## config.mk

```make
export PLATFORM = sky130hd
export DESIGN_NAME = opc_top
export DESIGN_NICKNAME = d
export VERILOG_FILES = /design/src/common/opc_pkg.sv /design/src/verilog/opc_tx_modulator.sv /design/src/verilog/opc_pulse_shaper.sv /design/src/verilog/opc_top.sv
export VERILOG_INCLUDE_DIRS = /design/src /design/src/common
export SDC_FILE = /design/constraint.sdc
export NUM_CORES = 1
export LEC_CHECK = 0
export BUFFER_PORTS_ARGS = -buffer_cell sky130_fd_sc_hd__buf_2
export CAP_MARGIN = 20
export CORE_AREA = 2 2 107 109
export DETAILED_ROUTE_END_ITERATION = 7
export DIE_AREA = 0 0 109 111
export PLACE_DENSITY = 0.76
export SLEW_MARGIN = 20
export SYNTH_ARGS = -nofsm -noshare
export SYNTH_HDL_FRONTEND = slang
export SYNTH_SLANG_ARGS = --single-unit
```

## constraint.sdc

```tcl
create_clock -name clk -period 3 [get_ports clk]
set_input_delay 0.45 -clock clk [delete_from_list [all_inputs] [get_ports clk]]
set_output_delay 0.45 -clock clk [all_outputs]
set_load 0.005 [all_outputs]
```

## src/common/opc_regs.svh

```systemverilog
`ifndef OPC_REGS_SVH
`define OPC_REGS_SVH
// What this block does
// Modulated low share of carrier: 00=1/2, 01=1/4, 10=1/8, 11=1/16.
// Receive pin feeds the UART comparator path at 0, general pin one at 1.
// Receive inversion acts on the UART path only, never on pin one.
// Transmit pin is UART, general pin two or energy pulse; code 11 unused.
// Transmit inversion is applied before any modulation.
// With modulation on, low transmit intervals become carrier; highs stay.
// A low energy pulse ends within (2 * width limit + 1) units; reset FF.
// Width unit is the pacing interval, or one 397 us sample when zero.
// Width limit of 255 disables the limit at pacing zero; with pacing set, the pulse lasts one unit.
// Software sets pacing interval to 81 before using paced pulses.
// Pacing interval zero bypasses the queue; pulses leave at once.
// Energy pulse is active low; polarity bit set makes it active high.
// Carrier comes from a free-running counter compared with the duty.
// General pin mode passes data and enable with no inversion or carrier.

// Register indices; byte address is four times the index
`define OPC_IDX_PULSE_POL 14'h2004
`define OPC_IDX_TX_SEL    14'h2007
`define OPC_IDX_OPT_CTRL  14'h2008
`define OPC_IDX_WIDTH_LIM 14'h2080
`define OPC_IDX_PACING    14'h2081
`define OPC_IDX_STATUS    14'h2090

// Field positions
`define OPC_BIT_PULSE_POL 6
`define OPC_POS_TX_FUNC   6
`define OPC_POS_DUTY      0
`define OPC_BIT_RX_FUNC   5
`define OPC_BIT_RX_INV    4
`define OPC_BIT_TX_MOD    1
`define OPC_BIT_TX_INV    0

// Reset values
`define OPC_RST_BIT       1'b0
`define OPC_RST_FIELD2    2'b00
`define OPC_RST_WIDTH_LIM 8'hFF
`define OPC_RST_PACING    8'h00
`define OPC_NO_LIMIT      8'hFF

// Timing
`define OPC_CLK_NS        20
`define OPC_SAMPLE_NS     397000
`define OPC_SAMPLE_CYCLES (`OPC_SAMPLE_NS / `OPC_CLK_NS)
`define OPC_CARRIER_W     10
`endif

```

## src/common/opc_pkg.sv

```systemverilog
package opc_pkg;
	// Transmit pin function codes
	typedef enum logic [1:0] {
		TXF_UART  = 2'b00,
		TXF_GPIO  = 2'b01,
		TXF_PULSE = 2'b10,
		TXF_RSVD  = 2'b11
	} opc_txfn_t;

	// Pulse shaper states
	typedef enum logic [1:0] {
		SH_IDLE   = 2'b00,
		SH_ACTIVE = 2'b01,
		SH_CUT    = 2'b10
	} opc_shstate_t;

	// Software configuration
	typedef struct packed {
		logic       pulsePol;
		opc_txfn_t  txFunc;
		logic [1:0] txDuty;
		logic       rxFunc;
		logic       rxInv;
		logic       txMod;
		logic       txInv;
		logic [7:0] widthLim;
		logic [7:0] pacing;
	} opc_cfg_t;
endpackage : opc_pkg

```

## src/verilog/opc_tx_modulator.sv

```systemverilog
`timescale 1ns/10ps
`include "opc_regs.svh"
module opc_tx_modulator import opc_pkg::*; #(
	parameter int CARRIER_W = `OPC_CARRIER_W
) (
	input  wire logic     clk,
	input  wire logic     rst_b,
	input  wire opc_cfg_t cfg,
	input  wire logic     txData,
	output logic          txOut
);
	logic [CARRIER_W-1:0] carrier_r;
	logic [3:0]           phase;
	logic [3:0]           lowSpan;
	logic                 carrierLevel;
	logic                 txPost;

	// Free-running carrier counter
	always_ff @(posedge clk or negedge rst_b) begin
		if (!rst_b) begin
			carrier_r <= '0;
		end else begin
			carrier_r <= carrier_r + 1'b1;
		end
	end

	// Low span in sixteenths of a period
	assign phase = carrier_r[CARRIER_W-1 -: 4];
	assign lowSpan = 4'(4'h8 >> cfg.txDuty);
	assign carrierLevel = (phase >= lowSpan);

	// Inversion first, then carrier on low intervals
	assign txPost = txData ^ cfg.txInv;
	assign txOut = (cfg.txMod && !txPost) ? carrierLevel : txPost;
endmodule : opc_tx_modulator

```

## src/verilog/opc_pulse_shaper.sv

```systemverilog
`timescale 1ns/10ps
`include "opc_regs.svh"
module opc_pulse_shaper import opc_pkg::*; #(
	parameter int SAMPLE_CYCLES = `OPC_SAMPLE_CYCLES,
	parameter int PEND_W        = 4
) (
	input  wire logic     clk,
	input  wire logic     rst_b,
	input  wire opc_cfg_t cfg,
	input  wire logic     ceLevel,
	output logic          pulseActive,
	output logic [PEND_W-1:0] pendCount
);
	localparam int SAMP_W = $clog2(SAMPLE_CYCLES + 1);

	logic [SAMP_W-1:0] sampCnt_r;
	logic [7:0]        unitCnt_r;
	logic [8:0]        widthCnt_r;
	logic [8:0]        maxUnits;
	logic [PEND_W-1:0] pend_r;
	logic              ceLevel_r;
	logic              sampTick;
	logic              unitTick;
	logic              fifoMode;
	logic              noLimit;
	logic              reached;
	logic              widthDone;
	logic              ceRise;
	logic              startPulse;
	opc_shstate_t      state_r;

	assign fifoMode = (cfg.pacing != 8'h00);
	assign noLimit = (cfg.widthLim == `OPC_NO_LIMIT);
	assign maxUnits = {cfg.widthLim, 1'b1};
	assign sampTick = (sampCnt_r == SAMP_W'(SAMPLE_CYCLES - 1));
	assign unitTick = sampTick &&
		(!fifoMode || unitCnt_r == cfg.pacing - 8'h01);
	assign reached = (widthCnt_r + 9'h001 >= maxUnits);
	assign widthDone = unitTick && (fifoMode ? (noLimit || reached)
		: (!noLimit && reached));
	assign ceRise = ceLevel && !ceLevel_r;
	assign startPulse = fifoMode && state_r == SH_IDLE && unitTick &&
		pend_r != '0;
	assign pulseActive = (state_r == SH_ACTIVE);
	assign pendCount = pend_r;

	// Sample period timer
	always_ff @(posedge clk or negedge rst_b) begin
		if (!rst_b) begin
			sampCnt_r <= '0;
		end else if (sampTick) begin
			sampCnt_r <= '0;
		end else begin
			sampCnt_r <= sampCnt_r + 1'b1;
		end
	end

	// Pacing interval divider in samples
	always_ff @(posedge clk or negedge rst_b) begin
		if (!rst_b) begin
			unitCnt_r <= 8'h00;
		end else if (!fifoMode || unitTick) begin
			unitCnt_r <= 8'h00;
		end else if (sampTick) begin
			unitCnt_r <= unitCnt_r + 8'h01;
		end
	end

	// Edge detect and queued pulse count
	always_ff @(posedge clk or negedge rst_b) begin
		if (!rst_b) begin
			ceLevel_r <= 1'b0;
			pend_r <= '0;
		end else begin
			ceLevel_r <= ceLevel;
			if (!fifoMode) begin
				pend_r <= '0;
			end else if (ceRise && !startPulse && pend_r != '1) begin
				pend_r <= pend_r + 1'b1;
			end else if (startPulse && !ceRise) begin
				pend_r <= pend_r - 1'b1;
			end
		end
	end

	// Width counter in units
	always_ff @(posedge clk or negedge rst_b) begin
		if (!rst_b) begin
			widthCnt_r <= 9'h000;
		end else if (state_r != SH_ACTIVE) begin
			widthCnt_r <= 9'h000;
		end else if (unitTick && widthCnt_r != 9'h1FF) begin
			widthCnt_r <= widthCnt_r + 9'h001;
		end
	end

	// Pulse state
	always_ff @(posedge clk or negedge rst_b) begin
		if (!rst_b) begin
			state_r <= SH_IDLE;
		end else begin
			case (state_r)
				SH_IDLE: begin
					if (fifoMode ? startPulse : ceLevel) begin
						state_r <= SH_ACTIVE;
					end
				end
				SH_ACTIVE: begin
					if (widthDone) begin
						state_r <= fifoMode ? SH_IDLE : SH_CUT;
					end else if (!fifoMode && !ceLevel) begin
						state_r <= SH_IDLE;
					end
				end
				SH_CUT: begin
					if (!ceLevel) begin
						state_r <= SH_IDLE;
					end
				end
				default: begin
					state_r <= SH_IDLE;
				end
			endcase
		end
	end
endmodule : opc_pulse_shaper

```

## src/verilog/opc_top.sv

```systemverilog
`timescale 1ns/10ps
`include "opc_regs.svh"
module opc_top import opc_pkg::*; #(
	parameter int SAMPLE_CYCLES = `OPC_SAMPLE_CYCLES,
	parameter int CARRIER_W     = `OPC_CARRIER_W,
	parameter int PEND_W        = 4
) (
	input  wire logic        clk,
	input  wire logic        rst_b,
	input  wire logic [15:0] paddr,
	input  wire logic        psel,
	input  wire logic        penable,
	input  wire logic        pwrite,
	input  wire logic [31:0] pwdata,
	output logic      [31:0] prdata,
	output logic             pready,
	output logic             pslverr,
	input  wire logic        uartTxData,
	output logic             uartRxData,
	input  wire logic        ceWpulse,
	input  wire logic        gpOneOut,
	input  wire logic        gpOneOe,
	output logic             gpOneIn,
	input  wire logic        gpTwoOut,
	input  wire logic        gpTwoOe,
	output logic             gpTwoIn,
	input  wire logic        optRxIn,
	output logic             optRxOut,
	output logic             optRxOe,
	input  wire logic        optTxIn,
	output logic             optTxOut,
	output logic             optTxOe,
	output logic             energyPulse
);
	opc_cfg_t          cfg_r;
	logic [1:0]        pinRaw;
	logic [1:0]        syncA_r;
	logic [1:0]        syncB_r;
	logic              rxSync;
	logic              txSync;
	logic              accessPh;
	logic              doneXfer;
	logic              wrEn;
	logic              mapped;
	logic [7:0]        rdByte;
	logic              modOut;
	logic              pulseActive;
	logic [PEND_W-1:0] pendCount;
	logic              pulseLevel;
	logic              txLevel;
	logic              txEnable;
	logic [31:0]       prdata_r;
	logic              pready_r;
	logic              pslverr_r;
	logic              uartRx_r;
	logic              gpOneIn_r;
	logic              gpTwoIn_r;
	logic              optRxOut_r;
	logic              optRxOe_r;
	logic              optTxOut_r;
	logic              optTxOe_r;
	logic              energyPulse_r;
	logic              wrPol;
	logic              wrTxSel;
	logic              wrCtrl;
	logic              wrLim;
	logic              wrPace;
	logic [7:0]        statusByte;

	// Byte address match for a register index
	function automatic logic isReg(
		input logic [15:0] addr,
		input logic [13:0] idx
	);
		isReg = (addr == {idx, 2'b00});
	endfunction : isReg

	// Two-stage synchronisers for both optical pins
	assign pinRaw = {optTxIn, optRxIn};
	generate
		for (genvar i = 0; i < 2; i++) begin : gSync
			always_ff @(posedge clk or negedge rst_b) begin
				if (!rst_b) begin
					syncA_r[i] <= 1'b1;
					syncB_r[i] <= 1'b1;
				end else begin
					syncA_r[i] <= pinRaw[i];
					syncB_r[i] <= syncA_r[i];
				end
			end
		end
	endgenerate
	assign rxSync = syncB_r[0];
	assign txSync = syncB_r[1];

	// Bus phase decode
	assign accessPh = psel && penable;
	assign doneXfer = accessPh && pready_r;
	assign wrEn = doneXfer && pwrite && !pslverr_r;
	assign mapped = isReg(paddr, `OPC_IDX_PULSE_POL) ||
		isReg(paddr, `OPC_IDX_TX_SEL) ||
		isReg(paddr, `OPC_IDX_OPT_CTRL) ||
		isReg(paddr, `OPC_IDX_WIDTH_LIM) ||
		isReg(paddr, `OPC_IDX_PACING) ||
		isReg(paddr, `OPC_IDX_STATUS);

	// Per-register write strobes
	assign wrPol = wrEn && isReg(paddr, `OPC_IDX_PULSE_POL);
	assign wrTxSel = wrEn && isReg(paddr, `OPC_IDX_TX_SEL);
	assign wrCtrl = wrEn && isReg(paddr, `OPC_IDX_OPT_CTRL);
	assign wrLim = wrEn && isReg(paddr, `OPC_IDX_WIDTH_LIM);
	assign wrPace = wrEn && isReg(paddr, `OPC_IDX_PACING);

	// Status byte: queue depth, pin levels, pulse state
	assign statusByte = {
		4'(pendCount),
		1'b0,
		optTxOut_r,
		rxSync,
		pulseActive
	};

	// One wait state, then ready with error for unmapped
	always_ff @(posedge clk or negedge rst_b) begin
		if (!rst_b) begin
			pready_r <= 1'b0;
			pslverr_r <= 1'b0;
		end else begin
			pready_r <= accessPh && !pready_r;
			pslverr_r <= accessPh && !pready_r && !mapped;
		end
	end

	// Configuration writes
	always_ff @(posedge clk or negedge rst_b) begin
		if (!rst_b) begin
			cfg_r.pulsePol <= `OPC_RST_BIT;
			cfg_r.txFunc <= TXF_UART;
			cfg_r.txDuty <= `OPC_RST_FIELD2;
			cfg_r.rxFunc <= `OPC_RST_BIT;
			cfg_r.rxInv <= `OPC_RST_BIT;
			cfg_r.txMod <= `OPC_RST_BIT;
			cfg_r.txInv <= `OPC_RST_BIT;
			cfg_r.widthLim <= `OPC_RST_WIDTH_LIM;
			cfg_r.pacing <= `OPC_RST_PACING;
		end else begin
			if (wrPol) begin
				cfg_r.pulsePol <= pwdata[`OPC_BIT_PULSE_POL];
			end
			if (wrTxSel) begin
				cfg_r.txFunc <= opc_txfn_t'(
					pwdata[`OPC_POS_TX_FUNC +: 2]);
				cfg_r.txDuty <= pwdata[`OPC_POS_DUTY +: 2];
			end
			if (wrCtrl) begin
				cfg_r.rxFunc <= pwdata[`OPC_BIT_RX_FUNC];
				cfg_r.rxInv <= pwdata[`OPC_BIT_RX_INV];
				cfg_r.txMod <= pwdata[`OPC_BIT_TX_MOD];
				cfg_r.txInv <= pwdata[`OPC_BIT_TX_INV];
			end
			if (wrLim) begin
				cfg_r.widthLim <= pwdata[7:0];
			end
			if (wrPace) begin
				cfg_r.pacing <= pwdata[7:0];
			end
		end
	end

	// Read mux; unused bits read zero
	always_comb begin
		rdByte = 8'h00;
		if (isReg(paddr, `OPC_IDX_PULSE_POL)) begin
			rdByte[`OPC_BIT_PULSE_POL] = cfg_r.pulsePol;
		end else if (isReg(paddr, `OPC_IDX_TX_SEL)) begin
			rdByte[`OPC_POS_TX_FUNC +: 2] = cfg_r.txFunc;
			rdByte[`OPC_POS_DUTY +: 2] = cfg_r.txDuty;
		end else if (isReg(paddr, `OPC_IDX_OPT_CTRL)) begin
			rdByte[`OPC_BIT_RX_FUNC] = cfg_r.rxFunc;
			rdByte[`OPC_BIT_RX_INV] = cfg_r.rxInv;
			rdByte[`OPC_BIT_TX_MOD] = cfg_r.txMod;
			rdByte[`OPC_BIT_TX_INV] = cfg_r.txInv;
		end else if (isReg(paddr, `OPC_IDX_WIDTH_LIM)) begin
			rdByte = cfg_r.widthLim;
		end else if (isReg(paddr, `OPC_IDX_PACING)) begin
			rdByte = cfg_r.pacing;
		end else if (isReg(paddr, `OPC_IDX_STATUS)) begin
			rdByte = statusByte;
		end
	end

	// Read data captured in the wait cycle
	always_ff @(posedge clk or negedge rst_b) begin
		if (!rst_b) begin
			prdata_r <= 32'h0000_0000;
		end else if (accessPh && !pready_r) begin
			prdata_r <= {24'h00_0000, rdByte};
		end
	end

	// Transmit conditioning
	opc_tx_modulator #(
		.CARRIER_W (CARRIER_W)
	) uMod (
		.clk    (clk),
		.rst_b  (rst_b),
		.cfg    (cfg_r),
		.txData (uartTxData),
		.txOut  (modOut)
	);

	// Energy pulse width and pacing
	opc_pulse_shaper #(
		.SAMPLE_CYCLES (SAMPLE_CYCLES),
		.PEND_W        (PEND_W)
	) uShaper (
		.clk         (clk),
		.rst_b       (rst_b),
		.cfg         (cfg_r),
		.ceLevel     (ceWpulse),
		.pulseActive (pulseActive),
		.pendCount   (pendCount)
	);

	// Pulse polarity, low when active by default
	assign pulseLevel = cfg_r.pulsePol ? pulseActive
		: !pulseActive;

	// Transmit pin function select
	always_comb begin
		case (cfg_r.txFunc)
			TXF_UART: begin
				txLevel = modOut;
				txEnable = 1'b1;
			end
			TXF_GPIO: begin
				txLevel = gpTwoOut;
				txEnable = gpTwoOe;
			end
			TXF_PULSE: begin
				txLevel = pulseLevel;
				txEnable = 1'b1;
			end
			default: begin
				txLevel = 1'b1;
				txEnable = 1'b0;
			end
		endcase
	end

	// Transmit pin and pin-two input registers
	always_ff @(posedge clk or negedge rst_b) begin
		if (!rst_b) begin
			optTxOut_r <= 1'b1;
			optTxOe_r <= 1'b1;
			gpTwoIn_r <= 1'b0;
		end else begin
			optTxOut_r <= txLevel;
			optTxOe_r <= txEnable;
			gpTwoIn_r <= (cfg_r.txFunc == TXF_GPIO) && txSync;
		end
	end

	// Receive pin routing
	always_ff @(posedge clk or negedge rst_b) begin
		if (!rst_b) begin
			uartRx_r <= 1'b1;
			gpOneIn_r <= 1'b0;
			optRxOut_r <= 1'b0;
			optRxOe_r <= 1'b0;
		end else if (cfg_r.rxFunc) begin
			uartRx_r <= 1'b1;
			gpOneIn_r <= rxSync;
			optRxOut_r <= gpOneOut;
			optRxOe_r <= gpOneOe;
		end else begin
			uartRx_r <= rxSync ^ cfg_r.rxInv;
			gpOneIn_r <= 1'b0;
			optRxOut_r <= 1'b0;
			optRxOe_r <= 1'b0;
		end
	end

	// Dedicated pulse output
	always_ff @(posedge clk or negedge rst_b) begin
		if (!rst_b) begin
			energyPulse_r <= 1'b1;
		end else begin
			energyPulse_r <= pulseLevel;
		end
	end

	// Registered outputs
	assign prdata = prdata_r;
	assign pready = pready_r;
	assign pslverr = pslverr_r;
	assign uartRxData = uartRx_r;
	assign gpOneIn = gpOneIn_r;
	assign gpTwoIn = gpTwoIn_r;
	assign optRxOut = optRxOut_r;
	assign optRxOe = optRxOe_r;
	assign optTxOut = optTxOut_r;
	assign optTxOe = optTxOe_r;
	assign energyPulse = energyPulse_r;
endmodule : opc_top

```

Word level (Yosys, flattened, before mapping)
Index checks and enable logic that the tools add are counted.
W data, S select, Z words.
Storage, ports and cells
  register bits: 96
  bits in latches: 0
  bits in writable memories: 0
  ROM bits: 0
  input port bits: 61
  output and inout bits: 42
  word-level logic and storage cells: 152
  memories kept: 0
Operators by class
  add/subtract/negate cells: 7
  $mul: 0
  div/mod/pow operators: 0
  order comparisons: 2
  eq/ne operators: 20
  shift-type cells: 1
  muxes and demuxes: 37
  bitwise logic cells: 2
  reductions and logical operators: 52
Operator list (count)
  $eq A16 B16 Y1 const B: 6
  $mux W8: 5
  $logic_and A1 B1 Y1: 25
  $mux W2: 11
  $mux W9: 2
  $mux W4: 4
  $add A15 B1 Y15 const B: 1
  $eq A15 B15 Y1 const B: 1
  $mux W15: 1
  $logic_not A1 Y1: 11
  $add A10 B1 Y10 const B: 1
  $mux W1: 10
  $add A9 B1 Y9 const B: 1
  $ge A9 B9 Y1: 1
  $ne A9 B9 Y1 const B: 1
  $add A8 B1 Y8 const B: 1
  $eq A8 B8 Y1: 1
  $eq A8 B8 Y1 const B: 1
  $logic_or A1 B1 Y1: 8
  $reduce_bool A8 Y1: 1
  $sub A8 B1 Y8 const B: 1
  $mux W6: 1
  $pmux W2 S3: 1
  $add A4 B1 Y4 const B: 1
  18 further kinds: 24

Depth between registers and ports, before layout
Gate-level depths: netlist (run 1).
  depth after elaboration: 11
  gate-level depth with buffers: 14
  mapped depth without buffers: 14

Hierarchy
From an unflattened synthesis (run 1), not the netlist that was laid out.
Unflattened totals
  cell total of the unflattened synthesis: 566
  area, all modules: 5660.4 um^2
By module, submodules not included
  opc_pulse_shaper: times used 1, cells each 304, area each 2732.6 um^2, sequential area each 975.9 um^2
  opc_top: times used 1, cells each 214, area each 2408.6 um^2, sequential area each 1196.1 um^2
  opc_tx_modulator: times used 1, cells each 48, area each 519.2 um^2, sequential area each 250.2 um^2

Worst setup path before layout (run 1)
OpenSTA, ideal clock, no wires.
  path type: register to register
  start: register cfg_r[0] (netlist bit)
  end: register uShaper.pend_r[3], in the netlist uShaper.pendCount[3]
  setup time: 0.110 ns
  arrival: 3.114 ns
  path slack: -0.225 ns
  stages on the path, launching flop included: 15
  buffers on the path: 0
  cells stage by stage: dfrtp_1 -> inv_1 -> ha_1 -> nor3b_1 -> a21oi_1 -> nor4_4 -> o211ai_2 -> o31ai_4 -> ha_1 -> a21o_1 -> a21oi_1 -> nand3_1 -> nor3_1 -> o211ai_1 -> o41ai_1
On the way
  word-level cells in the longest chain between the ends: 11
  elaborated cells on any way between the ends: 16
  those cells by class: 1 x add/sub; 2 x eq/ne; 2 x mux; 11 x reduce/logical
RTL lines
  start, declared: line opc_top.sv:35  | opc_cfg_t cfg_r;
  $sub A8 B1 Y8 / $reduce_bool A8 Y1 (equally long branches): line opc_pulse_shaper.sv:37, opc_pulse_shaper.sv:32
  $eq A8 B8 Y1 / $logic_not A1 Y1 (equally long branches): line opc_pulse_shaper.sv:37  | (!fifoMode || unitCnt_r == cfg.pacing - 8'h01);
  $logic_or A1 B1 Y1: line opc_pulse_shaper.sv:37
  $logic_and A1 B1 Y1: line opc_pulse_shaper.sv:36  | assign unitTick = sampTick &&
  $logic_and A1 B1 Y1 (2 in a row): line opc_pulse_shaper.sv:42  | assign startPulse = fifoMode && state_r == SH_IDLE && unitTick &&
  $logic_not A1 Y1: line opc_pulse_shaper.sv:78  | end else if (ceRise && !startPulse && pend_r != '1) begin
  $logic_and A1 B1 Y1 (2 in a row): line opc_pulse_shaper.sv:78
  $mux W4: line opc_pulse_shaper.sv:78
  $mux W4: line opc_pulse_shaper.sv:76  | if (!fifoMode) begin
  end signal, assigned: line opc_pulse_shaper.sv:79  | pend_r <= pend_r + 1'b1;
  end signal, assigned: line opc_pulse_shaper.sv:81  | pend_r <= pend_r - 1'b1;
  end, declared: line opc_pulse_shaper.sv:20  | logic [PEND_W-1:0] pend_r;
Several ways; a longest one is shown, not always the timed one.
A chain may end at the register's enable or synchronous reset.

Final worst setup path (run 1)
  start: register cfg_r[1] (netlist bit)
  end: register uShaper.pend_r[3], in the netlist uShaper.pendCount[3]
The elaborated chain is that of the path after synthesis.

==> flow_summary.json, run 1 <==
{
  "r2r_cells": 13,
  "track_usage": 0.217,
  "fp.dieW_um": 109,
  "yosys.area.top_type": "dfrtp_1",
  "utilization": 0.575,
  "numCtsBuffers": 9,
  "tightest_slew_ns": 0.768,
  "ant_nets": 0,
  "hold_class": "primary input to async pin",
  "yosysMostFrequentCell": "dfrtp_1",
  "yosysUniqueCellTypes": 71,
  "min_period_ns": 3.10,
  "die_area_mm2": 0.0121,
  "rows": 39,
  "slew_headroom": 0.487,
  "synthTopCellsByArea": "dfrtp_1 36%, dfstp_2 7.7%, ha_1 4.8%",
  "worstSetupEndpoint": "uShaper.pendCount[3]",
  "wl_per_cell_um": 16.1,
  "fmax_ghz": 0.322,
  "ys.flop_type": "dfrtp_1",
  "ys_warn_count": 0,
  "cts_tree": "yes",
  "htreeDepth": 3,
  "drt_iter0_markers": 317,
  "grt_pass1_vias": 4355,
  "fin_cells": 782,
  "max-vdd-ir-drop_mv": 0.291,
  "avgSynthCellArea_um2": 9.83,
  "path_buf_inv": 2,
  "grt_util_met1": 0.287,
  "drive_gt1_frac": 0.252,
  "seq_area_frac_synth": 0.441,
  "crit_path_cell_trace": "buf_4 -> or4_4 -> o221ai_2 -> or3b_4 -> o211ai_4 -> o31ai_4 -> ha_1 -> a21o_1 -> a21oi_2 -> buf_4 -> a211oi_1 -> o211ai_1 -> o41ai_2",
  "required_ns": 3.21,
  "portBuffers": 54,
  "busiest_layer": "met2",
  "ctsHoldBuffers": 0,
  "slew_viol_final": 0,
  "seqCellArea_mm2": 0.00242,
  "drt-total-wl_um": 12600,
  "dp_hpwl_um": 9100,
  "async_reset_ff_frac": 1.00,
  "skew_ns": 0.00759,
  "worst_path_max_delay_cell": "or4_4",
  "grt_max_degree": 50,
  "cp.depth": 13,
  "clock-root-buffer": "clkbuf_16",
  "hold_viol": 0,
  "r2r_slack_ns": -0.10,
  "grt.met2_usage": 0.343,
  "grt-ovfl-total": 0,
  "pin_count": 103,
  "failed_checks": "negative setup slack",
  "synthCells": 559,
  "vias": 4442,
  "reg2reg_from": "cfg_r[1]",
  "num-nets-final": 717,
  "ys_seq_elements": 96,
  "p_leak_nw": 2.99,
  "r2r-end": "uShaper.pendCount[3]",
  "met3_usage": 0.0488,
  "synth_top_area_frac": 0.364,
  "max_stage_delay_ns": 0.44,
  "insertedDiodeCount": 0,
  "die_h_um": 111,
  "viasPerCell": 5.68,
  "cpMostUsedCell": "buf_4",
  "cp-start-kind": "flop",
  "status": "finished, violations left",
  "setup_slack_ns": -0.105,
  "worst-path-max-fanout": 3,
  "arrival_ns": 3.31,
  "start_util": 0.496,
  "syn_area_mm2": 0.00549,
  "clk_latency_ns": 0.34,
  "numPlacedInstances": 760,
  "path_clk_slew_ns": 0.07,
  "total_power_w": 0.00259,
  "firstDrtPassIters": 5,
  "clk_path_buf_depth": 2,
  "timing.critical_path.from": "cfg_r[1]",
  "synth_commonest_cells": "80 x dfrtp_1, 47 x nor2_1, 40 x nand2_1, 34 x o21ai_0, 32 x nand3_1",
  "cp-end-kind": "flop",
  "drv_cap": 0,
  "cp_top_family": "compound AO/OA/AOI/OAI gates",
  "antenna_found_initial": 0,
  "route.detailed.drc": 0,
  "path_class": "flop to flop",
  "rsz0062_at_grt": "yes",
  "fillers": 906,
  "area_delta_synth_final_pct": 16.0,
  "power_density_mw_per_mm2": 407,
  "clock-sinks": 96,
  "core_mm2": 0.0111,
  "synth-edff-count": 0,
  "gp_congestion": 0.925,
  "dp_slack_ns": -0.0648,
  "setup_viol": 1,
  "grt_pass1_wl_um": 20900,
  "multi_input_area_mm2": 0.00290,
  "fin_crit_sh": 1.03
}
flip-flops by register name, summed over array words and instances (netlist names), 2 cells and up:
register            cells
cfg_r                  25
uShaper.sampCnt_r      15
uMod.carrier_r         10
uShaper.widthCnt_r      9
prdata                  8
uShaper.unitCnt_r       8
uShaper.pendCount       4
syncA_r                 2
uShaper.state_r         2
power by group:
| group | switching [W] | total (W) | internal (W) |
|---|---|---|---|
| Combinational | 0.0000979 | 0.000149 | 0.0000513 |
| Sequential | 0.00000859 | 0.00132 | 0.00131 |
| Clock | 0.000506 | 0.00112 | 0.000614 |
| Total | 0.000612 | 0.00259 | 0.00198 |
logic make-up (layout without fill, tap and decap cells):
kind of cell / count (synthesis) / after routing / share of synthesized area
compound gates: 104 / 104 / 0.126
xor+xnor: 41 / 41 / 0.0654
fa+ha+maj: 22 / 22 / 0.0515
buf+inv: 65 / 122 / 0.0633
flops: 96 / 96 / 0.441
mux: 19 / 19 / 0.0383
other cells: 1 / 24 / 0.000683
simple gates: 211 / 211 / 0.214
cell usage in the layout (no fill, tap or decap), types with 3 or more instances in the layout:
| cell type | count |
|---|---|
| dfrtp_1 | 80 |
| buf_2 | 53 |
| nor2_1 | 47 |
| nand2_1 | 40 |
| o21ai_0 | 34 |
| nand3_1 | 32 |
| inv_1 | 26 |
| xnor2_1 | 25 |
| a21oi_1 | 25 |
| buf_4 | 25 |
| conb_1 | 24 |
| ha_1 | 19 |
| xor2_1 | 16 |
| mux2_2 | 16 |
| dfstp_2 | 16 |
| nand2b_1 | 11 |
| and3_1 | 10 |
| nor3_1 | 9 |
| clkbuf_16 | 9 |
| nand4_1 | 8 |
| and2_1 | 7 |
| a21o_1 | 6 |
| nand3b_1 | 5 |
| or3_1 | 5 |
| or2_2 | 5 |
| o211ai_1 | 4 |
| o21a_1 | 4 |
| nor4bb_1 | 3 |
| nor4_1 | 3 |
| nor4_4 | 3 |
| mux2i_1 | 3 |
| a222oi_1 | 3 |
per-stage QoR:
step	hold WS [ns]	setup TNS, ns	cell area [um^2]
after CTS	0.148	-0.0380	6320
final	0.132	-0.105	6370
after detailed placement	0.349	-0.0696	5970
after global placement	0.348	0	5970
after floorplan	0.154	-0.0641	5600
after global routing	0.172	-0.274	6370
per-layer routing:
layer,routed length (um),vias up,part of all wire
li1,-,2085,-
met2,5930,158,0.47
met1,5540,2165,0.44
met3,695,34,0.055
met5,0,-,0
met4,417,0,0.033
final cells by class:
| cell class | instances | area share |
|---|---|---|
| Timing Repair Buffer | 80 | 0.0760 |
| Sequential cell | 96 | 0.380 |
| Inverter | 26 | 0.0153 |
| Multi-Input combinational cell | 421 | 0.455 |
| Clock buffer | 11 | 0.0397 |
| Clock inverter | 5 | 0.00609 |
| Tap cell | 143 | 0.0281 |
worst min path at each step:
stage | from | endpoint | cells past startpoint
2_1_floorplan | rst_b | cfg_r[0] | 0
3_3_place_gp | syncA_r[1] | txSync | 0
3_5_place_dp | syncA_r[1] | txSync | 0
4_1_cts | rst_b | uShaper.sampCnt_r[11] | 1
5_1_grt | rst_b | uShaper.sampCnt_r[12] | 1
6_report | rst_b | uShaper.sampCnt_r[11] | 1
repair_timing:
action	in CTS	in global routing
resized for setup	4	7
buffers inserted	4	2
endpoints found under the setup margin	3	3
pin swaps	5	3
Power figures use the tool's default switching activity.
==> run 2: changes to the inputs <==
--- a/config.mk
+++ b/config.mk
@@ -8,11 +8,12 @@
 export LEC_CHECK = 0
 export BUFFER_PORTS_ARGS = -buffer_cell sky130_fd_sc_hd__buf_2
 export CAP_MARGIN = 20
-export CORE_AREA = 2 2 107 109
+export CORE_AREA = 2 2 109 111
 export DETAILED_ROUTE_END_ITERATION = 7
-export DIE_AREA = 0 0 109 111
+export DIE_AREA = 0 0 111 113
 export PLACE_DENSITY = 0.76
 export SLEW_MARGIN = 20
 export SYNTH_ARGS = -nofsm -noshare
 export SYNTH_HDL_FRONTEND = slang
+export SYNTH_HIERARCHICAL = 1
 export SYNTH_SLANG_ARGS = --single-unit
==> flow_summary.json, run 2 <==
{
  "core_mm2": 0.0113,
  "ys.flop_type": "dfrtp_1",
  "status": "finished, violations left",
  "viasPerCell": 5.61,
  "dp_hpwl_um": 9320,
  "syn_area_mm2": 0.00566,
  "setup_slack_ns": -0.0430,
  "required_ns": 3.23,
  "largest_register_ffs": 25,
  "path_class": "flop to flop",
  "drt-total-wl_um": 12600,
  "postCtsSetupBuffers": 0,
  "setup_viol": 1,
  "async_reset_ff_frac": 1.00,
  "worst-path-max-fanout": 4,
  "max-vdd-ir-drop_mv": 0.385,
  "ctsHoldBuffers": 0,
  "gp_congestion": 0.880,
  "slew_viol_final": 0,
  "worst_path_max_delay_cell": "or4_4",
  "path_clk_slew_ns": 0.07,
  "rows": 39,
  "antenna_found_initial": 0,
  "drive_gt1_frac": 0.260,
  "synthCells": 566,
  "dpl_cell_area_mm2": 0.00616,
  "synth_commonest_cells": "80 x dfrtp_1, 39 x nand2_1, 30 x o21ai_0, 27 x inv_1, 26 x buf_4",
  "hold_viol": 0,
  "timing.critical_path.from": "cfg_r[5]",
  "route.detailed.drc": 0,
  "fin_area_mm2": 0.00653,
  "track_usage": 0.207,
  "fp.dieW_um": 111,
  "fin_crit_sh": 1.01,
  "skew_ns": 0.00907,
  "clock-root-buffer": "clkbuf_16",
  "cp-start-kind": "flop",
  "drt_iter0_markers": 206,
  "insertedDiodeCount": 0,
  "seq_area_frac_synth": 0.428,
  "ys_warn_count": 6,
  "cp-end-kind": "flop",
  "hold_class": "primary input to async pin",
  "start_util": 0.502,
  "grt-ovfl-total": 0,
  "power_density_mw_per_mm2": 415,
  "fmax_ghz": 0.329,
  "firstDrtPassIters": 5,
  "cp_top_family": "simple AND/OR/NAND/NOR gates",
  "synth_top_area_frac": 0.354,
  "vias": 4386,
  "numCtsBuffers": 9,
  "failed_checks": "negative setup slack",
  "grt_max_degree": 55,
  "crit_path_cell_trace": "or4_4 -> nor4_4 -> xnor2_2 -> o2111ai_2 -> or2_4 -> nand2_4 -> ha_4 -> a21o_1 -> a21oi_2 -> nand2_1 -> o2111ai_1 -> a21bo_2",
  "final_cell_mix": "79 x dfrtp_1, 53 x buf_2, 38 x nand2_1",
  "rsz0062_at_grt": "yes",
  "ant_nets": 0,
  "yosys.area.top_type": "dfrtp_1",
  "yosysMostFrequentCell": "dfrtp_1",
  "htreeDepth": 3,
  "die_h_um": 113,
  "grt_pass1_wl_um": 21000,
  "area_delta_synth_final_pct": 15.4,
  "synth-edff-count": 0,
  "dp_slack_ns": 0.0111,
  "reg_top3": "cfg_r (25), uShaper/sampCnt_r (15), uMod/carrier_r (10)",
  "ys_seq_elements": 96,
  "avgSynthCellArea_um2": 10.0,
  "portBuffers": 54,
  "arrival_ns": 3.28,
  "wl_per_cell_um": 16.1,
  "clk_latency_ns": 0.35,
  "reg2reg_from": "cfg_r[5]",
  "path_buf_inv": 0,
  "clock-sinks": 96,
  "clk_path_buf_depth": 2,
  "p_leak_nw": 3.09,
  "layout_commonest_cell": "dfrtp_1",
  "die_area_mm2": 0.0125,
  "largest-register": "cfg_r",
  "max_stage_delay_ns": 0.58,
  "slew_headroom": 0.534,
  "drv_cap": 0,
  "num-nets-final": 718,
  "grt_pass1_vias": 4364,
  "tightest_slew_ns": 0.700,
  "cts_tree": "yes",
  "yosysUniqueCellTypes": 64,
  "synthTopCellsByArea": "dfrtp_1 35%, dfstp_2 7.4%, mux2_2 5.0%",
  "pin_count": 103,
  "fin_tns_setup_ns": -0.0430,
  "min_period_ns": 3.04
}
run 2: changes by cell type in the layout (fill, tap and decap cells not counted), moves of 6 or more:
cell,previous run,this run
mux2_2,16,25
nand2b_1,11,18
nand3_1,32,16
nor2_1,47,25
xor2_1,16,22
run 2: layout make-up:
class | count | area (um^2)
clock inverters | 7 | 98.8
fillers | 932 | 4740
repair buffers | 74 | 435
well taps | 143 | 179
flip-flops and latches | 96 | 2420
inverters | 27 | 101
multi-input cells | 426 | 3070
clock buffers | 9 | 225
run 2: through the flow:
step | std cells | hold WS [ns] | total power (W) | utilization
after floorplan | 589 | 0.154 | 0.00141 | -
after global placement | 766 | 0.348 | 0.00147 | 0.546
after detailed placement | 766 | 0.349 | 0.00147 | 0.546
after CTS | 782 | 0.177 | 0.00272 | 0.575
after global routing | 782 | 0.183 | 0.00279 | 0.579
final | 782 | 0.150 | 0.00271 | 0.579
run 2: kinds of logic after synthesis:
family                   synth area share
AO/OA/AOI/OAI                       0.117
XOR/XNOR                           0.0681
adder cells (fa/ha/maj)            0.0522
buffers and inverters              0.0628
flip-flops                          0.428
multiplexers                       0.0628
other                            0.000662
AND/OR/NAND/NOR                     0.209
run 2: path summary, 6_finish.rpt:
kind / endpoint / slack, ns / cells after the start
max in group asynchronous: cfg_r[12] / 2.11 / 2
min reg2reg: txSync / 0.36 / 0
min in group clk: syncA_r[0] / 0.20 / 1
max reg2reg: uShaper/pendCount[3] / -0.04 / 12
min: cfg_r[23] / 0.15 / 1
max: uShaper/pendCount[3] / -0.04 / 12
run 2: metal layers:
| metal | part of all wire | vias up | routed length (um) | GRT usage |
|---|---|---|---|---|
| li1 | - | 2114 | - | - |
| met1 | 0.44 | 2140 | 5500 | 0.266 |
| met2 | 0.51 | 124 | 6390 | 0.362 |
| met3 | 0.047 | 8 | 594 | 0.0337 |
| met4 | 0.011 | 0 | 139 | 0.0633 |
| met5 | 0 | - | 0 | 0 |
run 2: what timing repair did:
action                     in CTS  in global routing
pin swaps                       1                  5
resized for setup               1                  9
setup endpoints to repair       1                  2
run 2: report_power, final:
group / switching, W / internal [W] / total [W]
Sequential: 0.00000559 / 0.00131 / 0.00131
Combinational: 0.0000908 / 0.0000453 / 0.000136
Clock: 0.000521 / 0.000738 / 0.00126
Total: 0.000618 / 0.00209 / 0.00271
